==> src/charger_control_four_pkg.sv <==
// Package for the charger control four register block.
// Assumes a byte-wide register access port from the two-wire serial front end.
`default_nettype none
package charger_control_four_pkg;
  localparam logic [7:0] charger_control_four_offset = 8'h13;
  // Edges the pin synchroniser needs before it shows the real strap levels
  localparam logic [1:0] strap_settle_count = 2'd2;
  // Field positions
  localparam int gate_driver_two_on_bit = 7;
  localparam int gate_driver_one_on_bit = 6;
  localparam int switching_rate_select_bit = 5;
  localparam int indicator_pin_off_bit = 4;
  localparam int rail_short_hiccup_off_bit = 3;
  localparam int boost_undervolt_hiccup_off_bit = 2;
  localparam int input_limit_detect_request_bit = 1;
  localparam int input_overcurrent_guard_on_bit = 0;
  // Reset values, strap bit excluded
  localparam logic gate_driver_two_on_rst = 1'b0;
  localparam logic gate_driver_one_on_rst = 1'b0;
  localparam logic indicator_pin_off_rst = 1'b0;
  localparam logic rail_short_hiccup_off_rst = 1'b0;
  localparam logic boost_undervolt_hiccup_off_rst = 1'b0;
  localparam logic input_limit_detect_request_rst = 1'b0;
  localparam logic input_overcurrent_guard_on_rst = 1'b1;
  // Detection sequencer states
  typedef enum logic [1:0] {det_idle, det_halt, det_sample, det_load} detect_state_e;
endpackage : charger_control_four_pkg
`default_nettype wire

==> src/charger_control_four.sv <==
// Charger control four register with its detection-request sequencer.
// Assumes a byte register port from the serial front end, plus a converter and ADC
// that answer halt and sample handshakes on the same clock.
`timescale 1ns/100ps
`default_nettype none
// Overview of operation
// Bit 7 drives gate driver two; resets 0; locked 0 if pair absent.
// Bit 6 drives gate driver one; resets 0; locked 0 if pair absent.
// Bit 5 selects switching rate; power-on value comes from strap pin.
// Bit 4 disables indicator pin; reset by power-on, register reset, watchdog.
// Bit 3 disables rail short hiccup; reset by power-on, register reset only.
// Bit 2 disables boost undervoltage hiccup; reset by power-on, register reset.
// Bit 1 takes a write of 1 only when battery exceeds minimum system voltage.
// Request halts switching, samples input with no current, loads limit register.
// Request bit clears itself after detection completes; reset otherwise to 0.
// Bit 0 enables input overcurrent guard; defaults 1; power-on, register reset.
// Master gate driver disable forces both gate driver bits to 0.
// One write updates all bits; read-back shows enforced effective values.
module charger_control_four (
  input wire logic sys_clk,
  input wire logic rstn,
  input wire logic reg_reset,
  input wire logic watchdog_expired,
  input wire logic reg_write,
  input wire logic [7:0] reg_addr,
  input wire logic [7:0] reg_wdata,
  output logic [7:0] reg_rdata,
  input wire logic config_strap_pin,
  input wire logic path_one_present,
  input wire logic path_two_present,
  input wire logic gate_drivers_master_off,
  input wire logic battery_above_minimum,
  input wire logic adc_sample_done,
  input wire logic [7:0] adc_input_supply_voltage,
  output logic gate_driver_two_on,
  output logic gate_driver_one_on,
  output logic switching_rate_select,
  output logic indicator_pin_off,
  output logic rail_short_hiccup_off,
  output logic boost_undervolt_hiccup_off,
  output logic input_limit_detect_request,
  output logic input_overcurrent_guard_on,
  output logic converter_halt,
  output logic adc_sample_start,
  output logic input_voltage_limit_load,
  output logic [7:0] input_voltage_limit
);
  logic strap_sync;
  logic [1:0] present_sync;
  logic boot_done;
  logic [1:0] boot_wait, next_boot_wait;
  logic path_one_ok, path_two_ok;
  logic next_path_one_ok, next_path_two_ok, next_boot_done;
  logic next_gd_two, next_gd_one, next_rate, next_ind, next_rail, next_boost;
  logic next_req, next_ocp;
  logic [7:0] next_limit;
  charger_control_four_pkg::detect_state_e det_state, next_det_state;
  logic wr_hit;

  // Pins from outside the clock domain
  sync_two_flop #(.width(3)) pin_sync (
    .sys_clk(sys_clk),
    .rstn(rstn),
    .async_in({config_strap_pin, path_two_present, path_one_present}),
    .sync_out({strap_sync, present_sync})
  );

  assign wr_hit = reg_write && (reg_addr == charger_control_four_pkg::charger_control_four_offset);

  // Next register values; power-on capture, resets, writes and the sequencer
  always_comb begin
    // Capture stays open until the synchroniser shows the pins, not its reset zeros
    next_boot_wait = (boot_wait == charger_control_four_pkg::strap_settle_count) ? boot_wait
                     : boot_wait + 2'd1;
    next_boot_done = (boot_wait == charger_control_four_pkg::strap_settle_count);
    next_path_one_ok = path_one_ok;
    next_path_two_ok = path_two_ok;
    next_gd_two = gate_driver_two_on;
    next_gd_one = gate_driver_one_on;
    next_rate = switching_rate_select;
    next_ind = indicator_pin_off;
    next_rail = rail_short_hiccup_off;
    next_boost = boost_undervolt_hiccup_off;
    next_req = input_limit_detect_request;
    next_ocp = input_overcurrent_guard_on;
    next_limit = input_voltage_limit;
    next_det_state = det_state;
    if (!boot_done) begin
      // Straps are re-caught each edge; the last catch sees settled pin levels
      next_rate = strap_sync;
      next_path_one_ok = present_sync[0];
      next_path_two_ok = present_sync[1];
    end else if (reg_reset) begin
      // Gate driver bits are cleared and the rate bit strapped by power-on only, so kept here
      next_ind = charger_control_four_pkg::indicator_pin_off_rst;
      next_rail = charger_control_four_pkg::rail_short_hiccup_off_rst;
      next_boost = charger_control_four_pkg::boost_undervolt_hiccup_off_rst;
      next_req = charger_control_four_pkg::input_limit_detect_request_rst;
      next_ocp = charger_control_four_pkg::input_overcurrent_guard_on_rst;
      next_det_state = charger_control_four_pkg::det_idle;
    end else begin
      if (wr_hit) begin
        // Whole byte taken in one access
        next_gd_two = reg_wdata[charger_control_four_pkg::gate_driver_two_on_bit];
        next_gd_one = reg_wdata[charger_control_four_pkg::gate_driver_one_on_bit];
        next_rate = reg_wdata[charger_control_four_pkg::switching_rate_select_bit];
        next_ind = reg_wdata[charger_control_four_pkg::indicator_pin_off_bit];
        next_rail = reg_wdata[charger_control_four_pkg::rail_short_hiccup_off_bit];
        next_boost = reg_wdata[charger_control_four_pkg::boost_undervolt_hiccup_off_bit];
        next_ocp = reg_wdata[charger_control_four_pkg::input_overcurrent_guard_on_bit];
        // Writing 0 cannot abort a running detection; only a gated 1 starts one
        if (reg_wdata[charger_control_four_pkg::input_limit_detect_request_bit]
            && battery_above_minimum) begin
          next_req = 1'b1;
        end
      end
      // Watchdog expiry is a reset, so it beats a write in the same cycle
      if (watchdog_expired) begin
        next_ind = charger_control_four_pkg::indicator_pin_off_rst;
      end
      // Detection sequencer
      case (det_state)
        charger_control_four_pkg::det_idle: begin
          if (input_limit_detect_request) begin
            next_det_state = charger_control_four_pkg::det_halt;
          end
        end
        charger_control_four_pkg::det_halt: begin
          next_det_state = charger_control_four_pkg::det_sample;
        end
        charger_control_four_pkg::det_sample: begin
          if (adc_sample_done) begin
            next_limit = adc_input_supply_voltage;
            next_det_state = charger_control_four_pkg::det_load;
          end
        end
        charger_control_four_pkg::det_load: begin
          next_req = 1'b0;
          next_det_state = charger_control_four_pkg::det_idle;
        end
        default: next_det_state = charger_control_four_pkg::det_idle;
      endcase
    end
    // Locks applied last so read-back shows the enforced value
    if (!next_path_two_ok || gate_drivers_master_off) begin
      next_gd_two = 1'b0;
    end
    if (!next_path_one_ok || gate_drivers_master_off) begin
      next_gd_one = 1'b0;
    end
  end

  // Register stage only
  always_ff @(posedge sys_clk or negedge rstn) begin
    if (!rstn) begin
      boot_done <= 1'b0;
      boot_wait <= 2'd0;
      path_one_ok <= 1'b0;
      path_two_ok <= 1'b0;
      gate_driver_two_on <= charger_control_four_pkg::gate_driver_two_on_rst;
      gate_driver_one_on <= charger_control_four_pkg::gate_driver_one_on_rst;
      switching_rate_select <= 1'b0;
      indicator_pin_off <= charger_control_four_pkg::indicator_pin_off_rst;
      rail_short_hiccup_off <= charger_control_four_pkg::rail_short_hiccup_off_rst;
      boost_undervolt_hiccup_off <= charger_control_four_pkg::boost_undervolt_hiccup_off_rst;
      input_limit_detect_request <= charger_control_four_pkg::input_limit_detect_request_rst;
      input_overcurrent_guard_on <= charger_control_four_pkg::input_overcurrent_guard_on_rst;
      input_voltage_limit <= 8'h00;
      det_state <= charger_control_four_pkg::det_idle;
    end else begin
      boot_done <= next_boot_done;
      boot_wait <= next_boot_wait;
      path_one_ok <= next_path_one_ok;
      path_two_ok <= next_path_two_ok;
      gate_driver_two_on <= next_gd_two;
      gate_driver_one_on <= next_gd_one;
      switching_rate_select <= next_rate;
      indicator_pin_off <= next_ind;
      rail_short_hiccup_off <= next_rail;
      boost_undervolt_hiccup_off <= next_boost;
      input_limit_detect_request <= next_req;
      input_overcurrent_guard_on <= next_ocp;
      input_voltage_limit <= next_limit;
      det_state <= next_det_state;
    end
  end

  // Sequencer handshakes
  assign converter_halt = (det_state != charger_control_four_pkg::det_idle);
  assign adc_sample_start = (det_state == charger_control_four_pkg::det_sample);
  assign input_voltage_limit_load = (det_state == charger_control_four_pkg::det_load);

  // Read-back of the effective byte
  always_comb begin
    if (reg_addr == charger_control_four_pkg::charger_control_four_offset) begin
      reg_rdata = {gate_driver_two_on, gate_driver_one_on, switching_rate_select,
                   indicator_pin_off, rail_short_hiccup_off, boost_undervolt_hiccup_off,
                   input_limit_detect_request, input_overcurrent_guard_on};
    end else begin
      reg_rdata = 8'h00;
    end
  end

  lock_two_a: assert property (@(posedge sys_clk) disable iff (!rstn)
    boot_done && !path_two_ok |-> !gate_driver_two_on) else $error("gate two not locked");
  lock_one_a: assert property (@(posedge sys_clk) disable iff (!rstn)
    boot_done && !path_one_ok |-> !gate_driver_one_on) else $error("gate one not locked");
  strap_rate_a: assert property (@(posedge sys_clk) disable iff (!rstn)
    !boot_done |=> switching_rate_select == $past(strap_sync)) else $error("strap lost");
  watchdog_ind_a: assert property (@(posedge sys_clk) disable iff (!rstn)
    boot_done && watchdog_expired && !reg_reset |=> !indicator_pin_off)
    else $error("watchdog did not clear indicator");
  watchdog_keep_a: assert property (@(posedge sys_clk) disable iff (!rstn)
    boot_done && watchdog_expired && !reg_reset && !wr_hit |=> $stable(rail_short_hiccup_off)
    && $stable(boost_undervolt_hiccup_off)) else $error("watchdog touched hiccup bits");
  reg_reset_a: assert property (@(posedge sys_clk) disable iff (!rstn)
    boot_done && reg_reset |=> !boost_undervolt_hiccup_off && input_overcurrent_guard_on
    && !input_limit_detect_request) else $error("register reset values wrong");
  request_gate_a: assert property (@(posedge sys_clk) disable iff (!rstn)
    !input_limit_detect_request ##1 input_limit_detect_request |->
    $past(battery_above_minimum) && $past(wr_hit)) else $error("request taken ungated");
  halt_then_sample_a: assert property (@(posedge sys_clk) disable iff (!rstn)
    input_limit_detect_request && det_state == charger_control_four_pkg::det_idle && !reg_reset
    |=> converter_halt ##1 adc_sample_start) else $error("detection did not start");
  self_clear_a: assert property (@(posedge sys_clk) disable iff (!rstn)
    input_voltage_limit_load && !reg_reset |=> !input_limit_detect_request)
    else $error("request did not clear");
  reset_keeps_gates_a: assert property (@(posedge sys_clk) disable iff (!rstn)
    boot_done && reg_reset && !gate_drivers_master_off |=>
    gate_driver_two_on == $past(gate_driver_two_on)
    && gate_driver_one_on == $past(gate_driver_one_on))
    else $error("register reset touched gate bits");
  master_off_a: assert property (@(posedge sys_clk) disable iff (!rstn)
    gate_drivers_master_off |=> !gate_driver_one_on && !gate_driver_two_on)
    else $error("master disable ignored");
endmodule : charger_control_four
`default_nettype wire

==> src/sync_two_flop.sv <==
// Two-flop synchroniser for asynchronous level inputs.
// Assumes inputs are slow levels; no pulse is guaranteed to pass.
`timescale 1ns/100ps
`default_nettype none
module sync_two_flop #(
  parameter int width = 1
) (
  input wire logic sys_clk,
  input wire logic rstn,
  input wire logic [width-1:0] async_in,
  output logic [width-1:0] sync_out
);
  logic [width-1:0] stage_one;

  // First stage feeds only the second
  always_ff @(posedge sys_clk or negedge rstn) begin
    if (!rstn) begin
      stage_one <= '0;
      sync_out <= '0;
    end else begin
      stage_one <= async_in;
      sync_out <= stage_one;
    end
  end
endmodule : sync_two_flop
`default_nettype wire

==> config.mk <==
export PLATFORM = sky130hd
export DESIGN_NAME = charger_control_four
export DESIGN_NICKNAME = d
export VERILOG_FILES = /design/src/charger_control_four_pkg.sv /design/src/charger_control_four.sv /design/src/sync_two_flop.sv
export SDC_FILE = /design/constraint.sdc
export NUM_CORES = 1
export LEC_CHECK = 0
export ABC_AREA = 1
export BUFFER_PORTS_ARGS = -buffer_cell sky130_fd_sc_hd__buf_2
export CORE_UTILIZATION = 49
export CTS_CLUSTER_DIAMETER = 40
export CTS_CLUSTER_SIZE = 40
export DETAILED_ROUTE_END_ITERATION = 10
export PLACE_DENSITY = 0.94
export SYNTH_ARGS = -nofsm -noshare
export SYNTH_HDL_FRONTEND = slang
export SYNTH_SLANG_ARGS = --single-unit
==> constraint.sdc <==
create_clock -name sys_clk -period 3.15 [get_ports sys_clk]
set_input_delay 0.63 -clock sys_clk [delete_from_list [all_inputs] [get_ports sys_clk]]
set_output_delay 0.63 -clock sys_clk [all_outputs]
set_load 0.01 [all_outputs]
==> reports/qor.yml, run 1 <==
run_status:
  status: "finished clean"
sta:
  hold_viol_final: 0
  clock_skew_ps: 3.82
  period_needed_ps: 2250
  setup_tns_ps: 0
  worst_slack_ps: 902
  worstMarginPinSlew_ps: 615
  relSlewSlack_pct: 59.0
  fmax_mhz: 445
  fin_crit_sh_pct: 71.4
  rsz0062_at_grt: "false"
  maxSlewViolCount: 0
  finalSetupViolCount: 0
die:
  fp.dieW_um: 54.8
  dieHeight_um: 54.8
  dieArea_um2: 3000
  io_pins: 62
  std_cell_rows: 18
  core_area_um2: 2540
  initial_core_util_pct: 53.7
pwr:
  p_leak_uw: 0.00104
  vdd_drop_max_mv: 0.348
  finalPower_uw: 667
  powerDensity_nw_per_um2: 380
synth:
  synth_common_cells: "nand2_1, dfrtp_1, inv_1"
  yosysUniqueCellTypes: 20
  yosysWarnings: 0
  ys_top_cells_by_area: "dfrtp_1, nand2_1, inv_1"
  yosysMostFrequentCell: "nand2_1"
  ys_ff_latch: 29
  netlist_instances: 152
  synth_top_area_share_pct: 51.3
  synthesis.area_um2: 1370
  syn-num-nets: 192
  syn_avg_cell_area_um2: 8.99
  synth.largest_area_cell: "dfrtp_1"
  synth_async_sr_flop_share_pct: 100
  synth_edf_count: 0
  synth_ff_type: "dfrtp_1"
  yosysSeqAreaShare_pct: 53.2
setup_path:
  cp_max_fo: 8
  worst_setup_path_end_kind: "output pin"
  worstPathArrival_ps: 1620
  required_ps: 2520
  worstSetupPathType: "primary input to output pin"
  start_kind: "primary input"
clock_tree:
  cts_setup_buffers: 0
  ctsResizeCount: 0
  htreeDepth: 2
  clkTransAtPathRegs_ps: 80
  cts_sinks: 29
  root_buffer: "clkbuf_4"
  cts_tree: "yes"
  numCtsBuffers: 5
  insertion_delay_ps: 320
  cts_max_path_buffers: 2
  cts-hold-fix-buffers: 0
detailed_routing:
  firstDrtPassIters: 4
  ant_nets: 0
  drc_errors: 0
  wl_per_cell_um: 11.2
  wirelength_mm: 2.78
  vias: 1185
  routed_via_density: 4.76
  drtIter0Drc: 3
global_routing:
  grt_pass1_wl_mm: 4.10
  grt_usage_pct: 20.9
  antenna_found_initial: 0
  grt_pass1_vias: 1009
  grt_overflow_total: 0
  grt_start_max_net_pins: 30
job:
  drv_cap: 0
placement:
  gp_routability_congestion: 0.782
  hpwl_mm: 2.19
  place_ws_ps: 897
  portBuffers: 61
  post-place-cells: 242
worst_hold_path:
  holdCritPathClass: "primary input to asynchronous set/reset pin"
finish:
  n_antenna_cell: 0
  finish.net_count: 259
  stdcell_count: 249
  layout-drive-gt1-share_pct: 37.0
  area_growth_pct: 28.3
## flip-flops by register name (all words and copies together), names as in the netlist, 2 cells and up
| register | cells |
|---|---|
| det_state | 2 |
| pin_sync.stage_one | 3 |
| boot_wait | 2 |
| input_voltage_limit | 8 |
| pin_sync.sync_out | 3 |
## logic make-up (layout without fill, tap and decap cells)
family / after synthesis / count (layout) / synth area share, %
flops: 29 / 29 / 53.2
compound gates: 8 / 8 / 3.30
xor+xnor: 1 / 1 / 0.641
mux: 8 / 8 / 6.59
buf+inv: 28 / 95 / 8.24
simple gates: 73 / 73 / 23.4
fa+ha+maj: 5 / 5 / 4.58
## metrics by stage
stage	hold slack [ps]	util [%]	instance area, µm²
after global routing	336	68.9	1750
final	315	68.9	1750
after floorplan	331	-	1370
after CTS	321	68.9	1750
after detailed placement	335	66.7	1700
after global placement	333	66.7	1700
## where the power goes
part | total (µW) | internal [µW] | switching, µW
Combinational | 60.3 | 27.2 | 33.1
Clock | 222 | 105 | 117
Sequential | 385 | 381 | 3.62
## layout make-up
| class | instances | area [µm²] |
|---|---|---|
| repair buffers | 61 | 305 |
| flip-flops and latches | 29 | 727 |
| fillers | 214 | 792 |
| inverters | 27 | 101 |
| clock buffers | 7 | 55.1 |
| multi-input cells | 95 | 527 |
| well taps | 30 | 37.5 |
## critical path, cell delays in order
cell and delay (ps):
buf_2 90, nor2_1 120, nand2_1 60, nor2_1 230, inv_1 190, nor2_1 130, buf_2 150
## cell usage in the layout, fill, tap and decap left out, drive strengths merged
cell type	count
clkbuf	7
o211ai	1
inv	27
nor3b	1
nor2	25
mux2	8
o21ai	2
dfstp	1
nand2	34
nand4	3
buf	61
a21oi	3
dfrtp	28
o22ai	2
or2	2
xnor2	1
nand3	8
ha	5
## worst paths after layout
path | slack (ps) | end | start | cells past startpoint
min in group sys_clk | 350 | pin_sync.sync_out[0] | pin_sync.stage_one[0] | 0
hold / removal | 310 | rail_short_hiccup_off | rstn | 1
hold reg to reg | 350 | pin_sync.sync_out[0] | pin_sync.stage_one[0] | 0
max in group asynchronous | 2440 | boot_wait[0] | rstn | 1
setup reg to reg | 1750 | input_voltage_limit[4] | boot_done | 4
setup / recovery | 900 | reg_rdata[3] | reg_addr[7] | 7
## metal layers
metal	routed length, µm	track usage (%)	share of wire (%)	up-vias
met4	44	8.97	1.6	0
met5	0	0	0	-
li1	-	-	-	604
met2	1310	36.7	47	59
met1	1140	20.5	41	517
met3	291	10.0	10	5
No activity file was read; power rests on OpenSTA's default activity.
==> inputs of run 2 (changes only) <==
Settings changed: CORE_UTILIZATION 49 to 46, PLACE_DENSITY 0.94 to 0.9.
Clock period 3.15 ns to 2.3 ns, I/O delays scaled along.
==> reports/qor.yml, run 2 (synthesized netlist as in run 1, its figures left out) <==
die:
  core_area_um2: 2780  # +9.3%
  io_pins: 62  # unchanged
  initial_core_util_pct: 49.1  # -4.6 points
  fp.dieW_um: 56.5  # +3.1%
  dieArea_um2: 3190  # +6.3%
  dieHeight_um: 56.5  # +3.1%
  std_cell_rows: 19  # +1
global_routing:
  grt_overflow_total: 0  # unchanged
  grt_pass1_wl_mm: 4.66  # +14%
  grt_usage_pct: 18.8  # -2.1 points
  grt_start_max_net_pins: 30  # unchanged
  grt_pass1_vias: 1153  # +14%
  antenna_found_initial: 0  # unchanged
finish:
  reg_top3: "input_voltage_limit (8), pin_sync.stage_one (3), pin_sync.sync_out (3)"
  mostFrequentLayoutCells: "buf_2, nand2_1, dfrtp_1"
  largest_reg_flops: 8  # unchanged
  stdcell_count: 250  # +0.40%
  layout-drive-gt1-share_pct: 37.0  # unchanged
  n_antenna_cell: 0  # unchanged
  finish.net_count: 259  # unchanged
  fin_util_pct: 63.1  # -5.8 points
  layout_commonest_cell: "buf_2"
  top_register: "input_voltage_limit"
  fillers: 249  # +16%
  area_growth_pct: 28.4  # about the same
run_status:
  status: "finished clean"
detailed_routing:
  firstDrtPassIters: 4  # unchanged
  drc_errors: 0  # unchanged
  ant_nets: 0  # unchanged
  wirelength_mm: 2.67  # -3.8%
  vias: 1163  # -1.9%
  routed_via_density: 4.65  # -2.2%
  drtIter0Drc: 26  # +23
  wl_per_cell_um: 10.7  # -4.2%
clock_tree:
  cts_setup_buffers: 0  # unchanged
  numCtsBuffers: 5  # unchanged
  cts_tree: "yes"
  root_buffer: "clkbuf_4"
  ctsResizeCount: 0  # unchanged
  cts_max_path_buffers: 2  # unchanged
  clkTransAtPathRegs_ps: 100  # +20 ps
  cts-hold-fix-buffers: 0  # unchanged
  insertion_delay_ps: 310  # about the same
  htreeDepth: 2  # unchanged
  cts_sinks: 29  # unchanged
setup_path:
  r2r-start: "boot_done"
  slowest_stage: "nor2_1"
  cp_common_cell: "nor2_1"
  path_cells: "buf_2, nor2_1, nand2_1, nor2_1, inv_1, nor2_1, buf_2"
  regToRegSetupSlack_ps: 870  # -880 ps
  worstSetupPathType: "primary input to output pin"
  max_stage_delay_ps: 230  # about the same
  reg2reg_depth: 4  # unchanged
  reg2reg_to: "input_voltage_limit[4]"
  cp_max_fo: 8  # unchanged
  worst_setup_path_end_kind: "output pin"
  worstPathArrival_ps: 1480  # -140 ps
  start_kind: "primary input"
  required_ps: 1840  # -680 ps
sta:
  hold_ws_ps: 152  # -163 ps
  period_needed_ps: 1940
  relSlewSlack_pct: 58.9  # -0.093 points
  maxSlewViolCount: 0  # unchanged
  finalSetupViolCount: 0  # unchanged
  fmax_mhz: 516
  setup_tns_ps: 0  # unchanged
  rsz0062_at_grt: "false"
  clock_skew_ps: 17.1  # +13.3 ps
  worstMarginPinSlew_ps: 616  # +1.39 ps
  fin_crit_sh_pct: 84.3
  hold_viol_final: 0  # unchanged
placement:
  post-place-cells: 243  # +0.41%
  gp_routability_congestion: 0.754  # -3.6%
  hpwl_mm: 2.06  # -5.9%
  portBuffers: 61  # unchanged
pwr:
  powerDensity_nw_per_um2: 522  # +37%
  finalPower_uw: 915  # +37%
  vdd_drop_max_mv: 0.467  # +34%
  p_leak_uw: 0.00104  # unchanged
worst_hold_path:
  holdCritPathClass: "primary input to asynchronous set/reset pin"
job:
  drv_cap: 0  # unchanged
run 2: cell counts in the layout (fill, tap and decap cells not counted):
Identical to the previous run, type by type.
run 2: where the power goes:
group | total (µW) | switching, µW | internal (µW) | leakage (µW)
Clock | 305 | 161 | 144 | 0.0000314
Combinational | 82.4 | 45.2 | 37.2 | 0.000635
Sequential | 527 | 5.06 | 522 | 0.000370
run 2: worst max-delay path, delay by kind of cell:
kind                   cells  cell delay, ps
buffers and inverters      3             440
AND/OR/NAND/NOR            4             560
run 2: area by class of cell:
type / instances / area [µm²] / area share, %
Clock buffer: 7 / 55.1 / 3.14
Sequential cell: 29 / 727 / 41.4
Tap cell: 31 / 38.8 / 2.21
Timing Repair Buffer: 61 / 305 / 17.4
Inverter: 27 / 101 / 5.78
Multi-Input combinational cell: 95 / 527 / 30.0
run 2: metal layers:
layer  global-route usage [%]  wire (µm)  vias up  part of all wire, %
met5                        0          0        -                    0
met4                     5.23          7        0                 0.26
met3                     4.38        158        2                  5.9
met2                     32.4       1290       45                   48
met1                     23.5       1220      517                   45
li1                         -          -      599                    -
run 2: stage by stage:
| step | cell area (µm²) | setup slack [ps] |
|---|---|---|
| after CTS | 1750 | 353 |
| after global routing | 1750 | 192 |
| after global placement | 1700 | 392 |
| final | 1750 | 362 |
| after detailed placement | 1700 | 357 |
| after floorplan | 1370 | 683 |
run 2: how the worst max path moves through the flow:
stage	startpoint	to	slack, ps	cells past startpoint
floorplan	reg_addr[7]	reg_rdata[0]	680	5
global placement	reg_addr[7]	reg_rdata[5]	390	7
detailed placement	reg_addr[7]	reg_rdata[3]	360	7
CTS	reg_addr[7]	reg_rdata[3]	350	7
global route	reg_addr[3]	reg_rdata[7]	190	7
finish	reg_addr[7]	reg_rdata[3]	360	7
==> inputs of run 3 (changes only) <==
Settings changed: ABC_AREA 1 to 0, CORE_UTILIZATION 46 to 41, PLACE_DENSITY 0.9 to 0.86.
Clock period 2.3 ns to 1.73 ns, I/O delays scaled along.
==> reports/qor.yml, run 3 <==
run_status:
  status: "finished clean"
setup_path:
  cp_max_fo: 7  # -1
  max_stage_delay_ps: 360  # +130 ps
  worst_setup_path_end_kind: "output pin"
  critPathCapture: "reg_rdata[7]"
  slowest_stage: "nor4b_2"
  regToRegSetupSlack_ps: 130  # -740 ps
  reg2reg_to: "det_state[1]"
  worstPathArrival_ps: 1300  # -180 ps
  path_cells: "buf_2, nor4b_2, buf_4, and3_1, buf_2"
  r2r-start: "det_state[0]"
  start_kind: "primary input"
  required_ps: 1380  # -460 ps
  reg2reg_depth: 6  # +2
  cp_common_cell: "buf_2"
  crit_path_start: "reg_addr[5]"
  worstSetupPathType: "primary input to output pin"
finish:
  multiInputGateArea_um2: 517  # -1.9%
  area_growth_pct: 30.2
  layout-drive-gt1-share_pct: 53.6  # +17 points
  finish.net_count: 207  # -20%
  mostFrequentLayoutCells: "buf_2, dfrtp_1, mux2_2"
  top_register: "input_voltage_limit"
  regArea_um2: 727  # unchanged
  n_antenna_cell: 0  # unchanged
  fillers: 275  # +10%
  layout_commonest_cell: "buf_2"
  largest_reg_flops: 8  # unchanged
  reg_top3: "input_voltage_limit (8), pin_sync.stage_one (3), pin_sync.sync_out (3)"
global_routing:
  grt_start_max_net_pins: 30  # unchanged
  grt_pass1_vias: 977  # -15%
  grt_pass1_wl_mm: 4.17  # -10%
  grt_usage_pct: 16.5  # -2.3 points
  grt_overflow_total: 0  # unchanged
  antenna_found_initial: 0  # unchanged
synth:
  ys_top_cells_by_area: "dfrtp_1, mux2_2, ha_1"
  syn-num-nets: 140  # -27%
  yosysUniqueCellTypes: 35  # +75%
  synth_common_cells: "dfrtp_1, mux2_2, and3_1"
  synthesis.area_um2: 1300  # -4.6%
  yosysMostFrequentCell: "dfrtp_1"
  synth_async_sr_flop_share_pct: 100  # unchanged
  yosysWarnings: 0  # unchanged
  netlist_instances: 100  # -34%
  synth.largest_area_cell: "dfrtp_1"
  yosysSeqAreaShare_pct: 55.8  # +2.6 points
  synth_ff_type: "dfrtp_1"
  synth_edf_count: 0  # unchanged
  synth_top_area_share_pct: 53.7  # +2.5 points
  ys_ff_latch: 29  # unchanged
  syn_avg_cell_area_um2: 13.0  # +45%
placement:
  portBuffers: 61  # unchanged
  hpwl_mm: 1.96  # -5.3%
  gp_routability_congestion: 0.663  # -12%
clock_tree:
  cts-hold-fix-buffers: 0  # unchanged
  cts_tree: "yes"
  cts_sinks: 29  # unchanged
  clkTransAtPathRegs_ps: 90  # about the same
  cts_max_path_buffers: 2  # unchanged
  ctsResizeCount: 0  # unchanged
  insertion_delay_ps: 320  # about the same
  root_buffer: "clkbuf_4"
  numCtsBuffers: 5  # unchanged
  htreeDepth: 2  # unchanged
  cts_setup_buffers: 0  # unchanged
sta:
  setup_tns_ps: 0  # unchanged
  period_needed_ps: 1640
  worstMarginPinSlew_ps: 634  # +17.9 ps
  finalSetupViolCount: 0  # unchanged
  hold_viol_final: 0  # unchanged
  clock_skew_ps: 7.22  # -9.89 ps
  fin_crit_sh_pct: 94.9
  rsz0062_at_grt: "false"
  relSlewSlack_pct: 57.7  # -1.2 points
  fmax_mhz: 609
  maxSlewViolCount: 0  # unchanged
die:
  std_cell_rows: 20  # +1
  dieArea_um2: 3410  # +6.8%
  io_pins: 62  # unchanged
  fp.dieW_um: 58.4  # +3.3%
  dieHeight_um: 58.4  # +3.3%
  initial_core_util_pct: 43.1  # -6.1 points
  core_area_um2: 3030  # +8.9%
detailed_routing:
  drtIter0Drc: 61  # +130%
  firstDrtPassIters: 4  # unchanged
  wirelength_mm: 2.53  # -5.3%
  wl_per_cell_um: 11.9  # +12%
  drc_errors: 0  # unchanged
  vias: 996  # -14%
  ant_nets: 0  # unchanged
  routed_via_density: 4.70  # +0.99%
pwr:
  p_leak_uw: 0.000967  # -6.6%
  power.share.clock_pct: 25.8  # -7.6 points
  powerDensity_nw_per_um2: 860  # +65%
  sw_frac_of_total_pct: 26.9  # +3.8 points
  finalPower_uw: 1460  # +60%
  p_seq_share_pct: 54.4  # -3.2 points
  power_switching_uw: 393  # +86%
  internal-power_uw: 1070  # +52%
  combPwrFrac_pct: 19.8  # +11 points
  vdd_drop_max_mv: 0.403  # -14%
worst_hold_path:
  holdCritPathClass: "primary input to asynchronous set/reset pin"
job:
  drv_cap: 0  # unchanged
## run 3: worst min path at each step
| stage | start | to | slack [ps] | depth (start not counted) |
|---|---|---|---|---|
| 2_1_floorplan | rstn | boost_undervolt_hiccup_off | 50 | 0 |
| 3_3_place_gp | pin_sync.stage_one[1] | pin_sync.sync_out[1] | 340 | 0 |
| 3_5_place_dp | pin_sync.stage_one[0] | pin_sync.sync_out[0] | 340 | 0 |
| 4_1_cts | rstn | rail_short_hiccup_off | 60 | 1 |
| 5_1_grt | rstn | input_limit_detect_request | 80 | 1 |
| 6_report | rstn | input_limit_detect_request | 40 | 1 |
## run 3: per-layer routing
layer / global-route usage, % / routed length [µm] / up-vias
met5: 0 / 0 / -
met4: 8.16 / 48 / 0
met3: 4.62 / 189 / 7
met2: 29.9 / 1290 / 49
met1: 17.6 / 1000 / 454
li1: - / - / 486
## run 3: layout make-up
class                   count  share of cell area [%]
multi-input cells          61                    30.4
flip-flops and latches     29                    42.8
well taps                  44                    3.24
repair buffers             64                    19.3
inverters                   6                    1.33
clock buffers               8                    2.87
## run 3: worst max-delay path, delay by kind of cell
family	cells	cell delay, ps
buf+inv	3	430
simple gates	2	520
## run 3: cell families after synthesis
family / Yosys count / share of synthesized area [%]
AOI/OAI and AO/OA: 13 / 7.68
adders and majority gates: 5 / 4.80
xor gates and xnor gates: 1 / 0.672
and+or+nand+nor: 28 / 14.8
DFF: 29 / 55.8
buffers and inverters: 10 / 4.61
muxes: 14 / 11.7
## run 3: stage by stage
stage	cell area (µm²)	setup WS [ps]	instances	util [%]	hold WS, ps
floorplan	1300	248	100	-	50.4
global placement	1650	147	204	54.5	337
detailed placement	1650	101	204	54.5	337
CTS	1700	88.8	212	56.1	60.1
global route	1700	1.48	212	56.1	76.5
finish	1700	88.9	212	56.1	37.0
## run 3: power by group through the flow
stage	clock network, µW	registers, µW	logic [µW]
floorplan	0	836	120
global placement	0	801	279
detailed placement	0	808	294
CTS	394	796	296
global route	429	803	321
finish	377	795	289
